### src/lag_block_pkg.sv
// constants, register map and types of the on/off lag block
// assumes a 40 MHz system clock and a plain address/strobe register port
//
// What this block does
// - on delay holds output low until elapsed
// - output stays high while input stays high
// - without off delay, output falls with input
// - off delay holds output high until elapsed
// - on and off delays enable independently
// - clear forces output low, aborts intervals
// - clear beats input when both high
// - clear zeroes both elapsed counters
// - time base 10 ms, 100 ms or 1 s
// - on preset range 0 to 32767
// - off preset range 0 to 32767
// - presets and elapsed counts readable outside
package lag_block_pkg;

   // ****************************************************************
   // register map
   // ****************************************************************
   localparam logic [7:0] ADDR_CTRL = 8'h00;
   localparam logic [7:0] ADDR_ON_PRESET = 8'h04;
   localparam logic [7:0] ADDR_OFF_PRESET = 8'h08;
   localparam logic [7:0] ADDR_ON_ELAPSED = 8'h0C;
   localparam logic [7:0] ADDR_OFF_ELAPSED = 8'h10;
   localparam logic [7:0] ADDR_STATUS = 8'h14;

   // ****************************************************************
   // fields and reset values
   // ****************************************************************
   localparam int CTRL_ON_EN_BIT = 0;
   localparam int CTRL_OFF_EN_BIT = 1;
   localparam int CTRL_BASE_LSB = 2;
   localparam int CTRL_BASE_MSB = 3;
   localparam int STAT_OUT_BIT = 0;
   localparam int STAT_STATE_LSB = 1;
   localparam int STAT_STATE_MSB = 2;
   localparam int STAT_SIG_BIT = 3;
   localparam int PRESET_W = 15;
   localparam logic [14:0] PRESET_RST = 15'h0000;
   localparam logic [31:0] RDATA_NONE = 32'h0000_0000;

   // ****************************************************************
   // timing
   // ****************************************************************
   localparam int CLK_PERIOD_NS = 25;
   localparam int BASE_10MS_NS = 10000000;
   localparam int CYC_PER_10MS = BASE_10MS_NS / CLK_PERIOD_NS;
   localparam logic [3:0] DECADE_LAST = 4'h9;

   typedef enum logic [1:0] {
      BASE_10MS = 2'h0,
      BASE_100MS = 2'h1,
      BASE_1S = 2'h2,
      BASE_1S_ALT = 2'h3
   } base_t;

   typedef enum logic [1:0] {
      ST_IDLE = 2'h0,
      ST_ON_WAIT = 2'h1,
      ST_ACTIVE = 2'h2,
      ST_OFF_WAIT = 2'h3
   } lag_state_t;

endpackage : lag_block_pkg

### src/base_tick_gen.sv
// time base tick generator: one-cycle pulse per selected unit
// assumes the same system clock as the lag block
`timescale 1ns/100ps
`default_nettype none
module base_tick_gen
   import lag_block_pkg::*;
#(
   parameter int unsigned CYC_PER_BASE = CYC_PER_10MS
) (
   input wire logic clk_sys_i,
   input wire logic nrst_i,
   input wire logic restart_i,
   input wire base_t base_i,
   output logic tick_o
);

   logic [31:0] pre_q;
   logic [3:0] dec100_q;
   logic [3:0] dec1s_q;
   logic tick10;
   logic tick100;
   logic tick1s;

   // ****************************************************************
   // prescaler and decades
   // ****************************************************************
   assign tick10 = (pre_q == 32'(CYC_PER_BASE - 1));
   assign tick100 = tick10 && (dec100_q == DECADE_LAST);
   assign tick1s = tick100 && (dec1s_q == DECADE_LAST);

   always_ff @(posedge clk_sys_i) begin
      if (!nrst_i || restart_i || tick10) begin
         pre_q <= 32'h0000_0000;
      end else begin
         pre_q <= pre_q + 32'h0000_0001;
      end
   end

   always_ff @(posedge clk_sys_i) begin
      if (!nrst_i || restart_i || tick100) begin
         dec100_q <= 4'h0;
         dec1s_q <= (!nrst_i || restart_i || tick1s) ? 4'h0 : dec1s_q + 4'h1;
      end else if (tick10) begin
         dec100_q <= dec100_q + 4'h1;
      end
   end

   always_comb begin
      unique case (base_i)
         BASE_10MS: tick_o = tick10;
         BASE_100MS: tick_o = tick100;
         BASE_1S, BASE_1S_ALT: tick_o = tick1s;
      endcase
   end
endmodule : base_tick_gen
`default_nettype wire

### src/lag_counter.sv
// elapsed-time counter of one delay interval, saturating at preset width
// assumes start, count enable and preset come from the same clock
`timescale 1ns/100ps
`default_nettype none
module lag_counter
   import lag_block_pkg::*;
(
   input wire logic clk_sys_i,
   input wire logic nrst_i,
   input wire logic zero_i,
   input wire logic step_i,
   input wire logic [14:0] preset_i,
   output logic [14:0] count_o,
   output logic done_o
);

   logic [14:0] count_q;

   // ****************************************************************
   // counter
   // ****************************************************************
   always_ff @(posedge clk_sys_i) begin
      if (!nrst_i || zero_i) begin
         count_q <= PRESET_RST;
      end else if (step_i && (count_q != 15'h7FFF)) begin
         count_q <= count_q + 15'h0001;
      end
   end

   assign count_o = count_q;
   assign done_o = (count_q >= preset_i);
endmodule : lag_counter
`default_nettype wire

### src/lag_block.sv
// on/off lag block: input to output with optional on and off delays
// assumes sig_i and clear_i come from logic on clk_sys_i
//
// Decided for this implementation: the address map and the address-and-strobe port.
`timescale 1ns/100ps
`default_nettype none
module lag_block
   import lag_block_pkg::*;
#(
   parameter int unsigned CYC_PER_BASE = CYC_PER_10MS
) (
   input wire logic clk_sys_i,
   input wire logic nrst_i,
   input wire logic sig_i,
   input wire logic clear_i,
   input wire logic [7:0] addr_i,
   input wire logic [31:0] wdata_i,
   input wire logic wr_i,
   input wire logic rd_i,
   output logic [31:0] rdata_o,
   output logic out_o,
   output logic [14:0] on_preset_o,
   output logic [14:0] on_elapsed_o,
   output logic [14:0] off_preset_o,
   output logic [14:0] off_elapsed_o
);

   // ****************************************************************
   // declarations
   // ****************************************************************
   logic on_en_q;
   logic off_en_q;
   base_t base_q;
   logic [14:0] on_preset_q;
   logic [14:0] off_preset_q;
   logic [31:0] rdata_q;
   logic out_q;
   lag_state_t state_q;
   lag_state_t state_d;
   logic on_start;
   logic off_start;
   logic on_used;
   logic off_used;
   logic tick;
   logic on_done;
   logic off_done;
   logic on_step;
   logic off_step;
   logic [14:0] on_count;
   logic [14:0] off_count;

   // ****************************************************************
   // configuration registers
   // ****************************************************************
   always_ff @(posedge clk_sys_i) begin
      if (!nrst_i) begin
         on_en_q <= 1'b0;
         off_en_q <= 1'b0;
         base_q <= BASE_10MS;
      end else if (wr_i && (addr_i == ADDR_CTRL)) begin
         on_en_q <= wdata_i[CTRL_ON_EN_BIT];
         off_en_q <= wdata_i[CTRL_OFF_EN_BIT];
         base_q <= base_t'(wdata_i[CTRL_BASE_MSB:CTRL_BASE_LSB]);
      end
   end

   always_ff @(posedge clk_sys_i) begin
      if (!nrst_i) begin
         on_preset_q <= PRESET_RST;
      end else if (wr_i && (addr_i == ADDR_ON_PRESET)) begin
         on_preset_q <= wdata_i[PRESET_W-1:0];
      end
   end

   always_ff @(posedge clk_sys_i) begin
      if (!nrst_i) begin
         off_preset_q <= PRESET_RST;
      end else if (wr_i && (addr_i == ADDR_OFF_PRESET)) begin
         off_preset_q <= wdata_i[PRESET_W-1:0];
      end
   end

   // ****************************************************************
   // read port
   // ****************************************************************
   always_ff @(posedge clk_sys_i) begin
      if (!nrst_i) begin
         rdata_q <= RDATA_NONE;
      end else if (rd_i) begin
         unique case (addr_i)
            ADDR_CTRL: rdata_q <= {28'h0000000, base_q, off_en_q, on_en_q};
            ADDR_ON_PRESET: rdata_q <= {17'h00000, on_preset_q};
            ADDR_OFF_PRESET: rdata_q <= {17'h00000, off_preset_q};
            ADDR_ON_ELAPSED: rdata_q <= {17'h00000, on_count};
            ADDR_OFF_ELAPSED: rdata_q <= {17'h00000, off_count};
            ADDR_STATUS: rdata_q <= {28'h0000000, sig_i, state_q, out_q};
            default: rdata_q <= RDATA_NONE;
         endcase
      end else begin
         rdata_q <= RDATA_NONE;
      end
   end

   // ****************************************************************
   // time base and elapsed counters
   // ****************************************************************
   base_tick_gen #(
      .CYC_PER_BASE(CYC_PER_BASE)
   ) u_tick (
      .clk_sys_i(clk_sys_i),
      .nrst_i(nrst_i),
      .restart_i(on_start || off_start || clear_i),
      .base_i(base_q),
      .tick_o(tick)
   );

   assign on_step = (state_q == ST_ON_WAIT) && tick && sig_i && !clear_i;
   assign off_step = (state_q == ST_OFF_WAIT) && tick && !sig_i && !clear_i;

   lag_counter u_on_cnt (
      .clk_sys_i(clk_sys_i),
      .nrst_i(nrst_i),
      .zero_i(clear_i || on_start),
      .step_i(on_step),
      .preset_i(on_preset_q),
      .count_o(on_count),
      .done_o(on_done)
   );

   lag_counter u_off_cnt (
      .clk_sys_i(clk_sys_i),
      .nrst_i(nrst_i),
      .zero_i(clear_i || off_start),
      .step_i(off_step),
      .preset_i(off_preset_q),
      .count_o(off_count),
      .done_o(off_done)
   );

   // ****************************************************************
   // sequencer
   // ****************************************************************
   assign on_used = on_en_q && (on_preset_q != PRESET_RST);
   assign off_used = off_en_q && (off_preset_q != PRESET_RST);

   always_comb begin
      state_d = state_q;
      on_start = 1'b0;
      off_start = 1'b0;
      if (clear_i) begin
         state_d = ST_IDLE;
      end else begin
         unique case (state_q)
            ST_IDLE: begin
               if (sig_i) begin
                  if (on_used) begin
                     state_d = ST_ON_WAIT;
                     on_start = 1'b1;
                  end else begin
                     state_d = ST_ACTIVE;
                  end
               end
            end
            ST_ON_WAIT: begin
               if (!sig_i) begin
                  state_d = ST_IDLE;
               end else if (on_done) begin
                  state_d = ST_ACTIVE;
               end
            end
            ST_ACTIVE: begin
               if (!sig_i) begin
                  if (off_used) begin
                     state_d = ST_OFF_WAIT;
                     off_start = 1'b1;
                  end else begin
                     state_d = ST_IDLE;
                  end
               end
            end
            ST_OFF_WAIT: begin
               if (sig_i) begin
                  state_d = ST_ACTIVE;
               end else if (off_done) begin
                  state_d = ST_IDLE;
               end
            end
         endcase
      end
   end

   always_ff @(posedge clk_sys_i) begin
      if (!nrst_i) begin
         state_q <= ST_IDLE;
      end else begin
         state_q <= state_d;
      end
   end

   always_ff @(posedge clk_sys_i) begin
      if (!nrst_i) begin
         out_q <= 1'b0;
      end else begin
         out_q <= (state_d == ST_ACTIVE) || (state_d == ST_OFF_WAIT);
      end
   end

   // ****************************************************************
   // outputs
   // ****************************************************************
   assign out_o = out_q;
   assign rdata_o = rdata_q;
   assign on_preset_o = on_preset_q;
   assign off_preset_o = off_preset_q;
   assign on_elapsed_o = on_count;
   assign off_elapsed_o = off_count;
endmodule : lag_block
`default_nettype wire

### config.mk
export PLATFORM = sky130hd
export DESIGN_NAME = lag_block
export DESIGN_NICKNAME = d
export VERILOG_FILES = /design/src/lag_block_pkg.sv /design/src/base_tick_gen.sv /design/src/lag_counter.sv /design/src/lag_block.sv
export SDC_FILE = /design/constraint.sdc
export NUM_CORES = 1
export LEC_CHECK = 0
export BUFFER_PORTS_ARGS = -buffer_cell sky130_fd_sc_hd__buf_4
export CAP_MARGIN = 25
export CORE_MARGIN = 2
export CORE_UTILIZATION = 45
export CTS_CLUSTER_DIAMETER = 50
export DETAILED_ROUTE_END_ITERATION = 8
export PLACE_DENSITY = 0.68
export RECOVER_POWER = 100
export SYNTH_ARGS = -nofsm -noshare
export SYNTH_HDL_FRONTEND = slang
export SYNTH_SLANG_ARGS = --single-unit
### constraint.sdc
create_clock -name clk_sys_i -period 3.21 [get_ports clk_sys_i]
set_input_delay 0.642 -clock clk_sys_i [delete_from_list [all_inputs] [get_ports clk_sys_i]]
set_output_delay 0.642 -clock clk_sys_i [all_outputs]
set_load 0.05 [all_outputs]
==> results_dict.tcl <==
set metrics [dict create \
    clock_sinks 122 \
    area_growth_pct 18.7 \
    maxSlewViolCount 0 \
    synth_top_flop_cell "sky130_fd_sc_hd__dfxtp_1" \
    synth_seq_cells 122 \
    drt-total-wl_um 18700 \
    routed_wire_length_per_instance_um 17.0 \
    internal_power_component_mw 2.98 \
    power_switching_uw 810 \
    grt_max_degree 38 \
    postRouteAntennaNets 0 \
    synth_area_per_cell_um2 8.43 \
    first_iter_violations 470 \
    r2r_start "u_tick.pre_q[0]$_SDFF_PP0_" \
    final_estimated_routing_congestion_in_global_placement 0.845 \
    post_layout_nonfiller_instances 1100 \
    dp_worst_setup_slack_ns 0.607 \
    dp_hpwl_um 13600 \
    power.clock.fraction_pct 55.4 \
    timing.final.hold_violations 0 \
    cp-startpoint "u_tick.pre_q[0]$_SDFF_PP0_" \
    timing.hold.worst_endpoint "out_o$_SDFF_PN0_" \
    dieWidth_um 126 \
    groute.usage.overall_pct 23.9 \
    r2r_end "u_off_cnt.count_o[7]$_SDFFE_PP0P_" \
    number_of_violations_of_the_max_capacitance_limit 0 \
    cts_hold_buffers 0 \
    antenna_violations_before_repair 0 \
    slew_headroom_pct 39.6 \
    post-place-cells 1068 \
    pin_count 139 \
    synthesized_area_um2 6650 \
    number_of_enable_flip_flop_cells_after_synthesis 4 \
    grt.overflow.total 0 \
    total_non_filler_cell_area_in_the_finished_layout_um2 7900 \
    ff2ff_path_depth 7 \
    final_min_period_over_clock_period_pct 87.7 \
    cts_repair_resize_count 0 \
    synth_top_area_share_pct 35.5 \
    cp_data_required_time_ns 3.51 \
    fin_total_pwr_mw 3.79 \
    final.fill_count 1442 \
    core_area_um2 14500 \
    grt_setup_unrepaired "false" \
    asyncSetResetFlopFracSynth_pct 0 \
    run_status "complete, no violations" \
    maxClockFrequency_mhz 355 \
    crit_fanout 10 \
    floorplan.rows 44 \
    criticalPathCategory "flop to flop" \
    root_buffer "sky130_fd_sc_hd__clkbuf_16" \
    die_y_um 126 \
    fin_setup_tns_ns 0 \
    postPlaceCellArea_um2 7650 \
    postSynthCellCount 789 \
    vdd.ir_drop.worst_v 0.000320 \
    antenna_cells_inserted 0 \
    dr_total_vias 6039 \
    cts_tree "built" \
    clkLatencyLatePin_ns 0.42 \
    clock-skew-final_ns 0.0122 \
    sequential_share_of_power_pct 40.6 \
    start_util_pct 45.9 \
    holdCritPathClass "primary input to flop" \
    power.share.combinational_pct 4.0 \
    portBuffers 104 \
    worst_slew_pin_slew_ns 0.906 \
    synth_largest_area_cell "sky130_fd_sc_hd__dfxtp_1" \
    postLayoutSetupSlackWorst_ns 0.394 \
    synth_top_cells_by_area "sky130_fd_sc_hd__dfxtp_1 36%, sky130_fd_sc_hd__ha_1 7.0%, sky130_fd_sc_hd__nor2_1 5.0%" \
    grt_pass1_vias 5656 \
    timing.hold.worst_path_depth 2 \
    critical_path_sink_type "flop" \
    grt_first_pass_wirelength_um 30100 \
    tritoncts.num_buffers 17 \
    timing.hold.worst.start "clear_i" \
    ratio_of_cells_with_drive_above_1_in_the_final_layout_pct 9.83 \
    cts.clk_slew.worst_paths_ns 0.06 \
    count_of_buffers_added_by_post_cts_timing_repair_for_setup 0 \
    seq_area_frac_synth_pct 37.3 \
    crit_arrival_ns 3.11 \
    drt_drc_violations_left 0 \
    post-route-min-period_ns 2.82 \
    startpoint_type "flop" \
    cellPowerDensity_nw_per_um2 480 \
    register_to_register_setup_slack_ns 0.39 \
    yosysWarningCount 0 \
    htreeDepth 4 \
    netSwitchingFraction_pct 21.4 \
    die_area_um2 15800 \
    p_leak_nw 2.76 \
    setup_viols_final 0 \
    distinct_cell_type_count_of_the_synthesized_netlist 65 \
    via_to_cell_ratio 5.49 \
    cts-root-to-sink-buffers 2 \
    drt_first_pass_iters 5 \
    finalNetCount 986 \
]
-- cells in the mapped netlist, drive strengths merged (5+ instances only) --
library cell  count
dfxtp           118
nor2             89
nand2            75
nand3            58
inv              49
a21oi            40
ha               37
a22oi            34
xnor2            28
clkbuf           27
a21boi           22
nand4            22
nor3             22
buf              21
xor2             17
and3             15
nor4             15
and4              9
a211oi            8
a31oi             7
mux2              7
o21ai             7
or3               7
nor2b             5
-- kinds of logic after synthesis --
group	after synthesis	share of synthesized area (%)
AND/OR/NAND/NOR	337	27.1
AO/OA/AOI/OAI	140	14.4
flip-flops	122	37.3
buffers and inverters	97	6.62
XOR/XNOR	45	5.93
adder cells (fa/ha/maj)	37	6.96
multiplexers	10	1.69
other	1	0.0564
-- sequential cells by signal, summed over array words and instances, names as in the netlist, 2 cells and up --
signal,cells
state_q,2
u_on_cnt.count_o,15
u_tick.dec100_q,4
on_preset_o,15
u_tick.dec1s_q,4
rdata_o,15
off_preset_o,15
u_tick.pre_q,32
u_off_cnt.count_o,15
base_q,2
-- worst max-delay path, cell delays in order (launching register included) --
cell                      delay (ns)
sky130_fd_sc_hd__dfxtp_1        0.37
sky130_fd_sc_hd__ha_1           0.19
sky130_fd_sc_hd__and3_2         0.22
sky130_fd_sc_hd__nand4_1        0.23
sky130_fd_sc_hd__nor4_4         0.68
sky130_fd_sc_hd__nand3_1        0.39
sky130_fd_sc_hd__nor3_1         0.27
sky130_fd_sc_hd__mux2_1         0.34
-- per-layer routing --
layer	global-route usage, %	part of all wire (%)	vias up
met4	8.89	2.2	0
met2	37.9	45	203
li1	-	-	2998
met5	0	0	-
met1	31.8	46	2808
met3	5.61	6.5	30
-- per-stage QoR --
stage	hold slack [ns]	util, %
3_3_place_gp	0.450	52.8
3_5_place_dp	0.456	52.8
5_1_grt	0.420	54.5
2_1_floorplan	0.430	-
4_1_cts	0.403	57.4
6_report	0.419	54.5
-- cells in the final DEF (no fill, tap or decap), types with 4 or more instances in the layout --
| cell | Yosys | final |
|---|---|---|
| sky130_fd_sc_hd__buf_4 | 18 | 45 |
| sky130_fd_sc_hd__nor3_1 | 15 | 19 |
| sky130_fd_sc_hd__inv_1 | 49 | 49 |
| sky130_fd_sc_hd__a21boi_0 | 8 | 21 |
| sky130_fd_sc_hd__and2_1 | 4 | 4 |
| sky130_fd_sc_hd__nand3b_1 | 3 | 4 |
| sky130_fd_sc_hd__xnor2_1 | 28 | 28 |
| sky130_fd_sc_hd__clkbuf_1 | 27 | 81 |
| sky130_fd_sc_hd__a31oi_1 | 7 | 7 |
| sky130_fd_sc_hd__mux2_1 | 6 | 7 |
| sky130_fd_sc_hd__clkbuf_16 | 0 | 18 |
| sky130_fd_sc_hd__a21oi_1 | 40 | 40 |
| sky130_fd_sc_hd__nor2b_1 | 5 | 5 |
| sky130_fd_sc_hd__xor2_1 | 17 | 17 |
| sky130_fd_sc_hd__dfxtp_1 | 118 | 118 |
| sky130_fd_sc_hd__conb_1 | 1 | 17 |
| sky130_fd_sc_hd__a211oi_1 | 8 | 8 |
| sky130_fd_sc_hd__nand2_1 | 75 | 75 |
| sky130_fd_sc_hd__ha_1 | 37 | 37 |
| sky130_fd_sc_hd__or3_1 | 5 | 6 |
| sky130_fd_sc_hd__nor4b_1 | 3 | 4 |
| sky130_fd_sc_hd__nand3_1 | 57 | 58 |
| sky130_fd_sc_hd__nand4_1 | 20 | 21 |
| sky130_fd_sc_hd__nor2_1 | 89 | 88 |
| sky130_fd_sc_hd__o21ai_0 | 6 | 6 |
| sky130_fd_sc_hd__bufinv_16 | 0 | 4 |
| sky130_fd_sc_hd__a22oi_1 | 34 | 34 |
| sky130_fd_sc_hd__nor4_1 | 10 | 12 |
| sky130_fd_sc_hd__edfxtp_1 | 4 | 4 |
| sky130_fd_sc_hd__and3_1 | 14 | 14 |
| sky130_fd_sc_hd__and4_1 | 9 | 9 |
-- layout make-up --
type | instances | area (um^2) | area share, %
Clock buffer | 22 | 495 | 6.27
Inverter | 49 | 184 | 2.33
Clock inverter | 10 | 160 | 2.03
Tap cell | 184 | 230 | 2.92
Multi-Input combinational cell | 586 | 3690 | 46.8
Sequential cell | 122 | 2480 | 31.4
Timing Repair Buffer | 127 | 651 | 8.24
-- worst max-delay path by stage --
stage / endpoint / slack (ns) / cells after the start
3_5_place_dp: u_on_cnt.count_o[13]$_SDFFE_PP0P_ / 0.61 / 8
5_1_grt: u_off_cnt.count_o[7]$_SDFFE_PP0P_ / 0.21 / 7
2_1_floorplan: u_off_cnt.count_o[8]$_SDFFE_PP0P_ / 0.79 / 7
6_report: u_off_cnt.count_o[7]$_SDFFE_PP0P_ / 0.39 / 7
3_3_place_gp: u_on_cnt.count_o[13]$_SDFFE_PP0P_ / 0.63 / 8
4_1_cts: u_on_cnt.count_o[13]$_SDFFE_PP0P_ / 0.58 / 8
-- power groups by stage --
stage                     Clock [mW]  Sequential [mW]  Combinational, mW
final                           2.10             1.54              0.150
after global routing            2.19             1.54              0.160
after CTS                       2.12             1.54              0.153
after detailed placement           0             1.57              0.152
after global placement             0             1.57              0.152
after floorplan                    0             1.57              0.111
No activity file was read; power rests on OpenSTA's default activity.
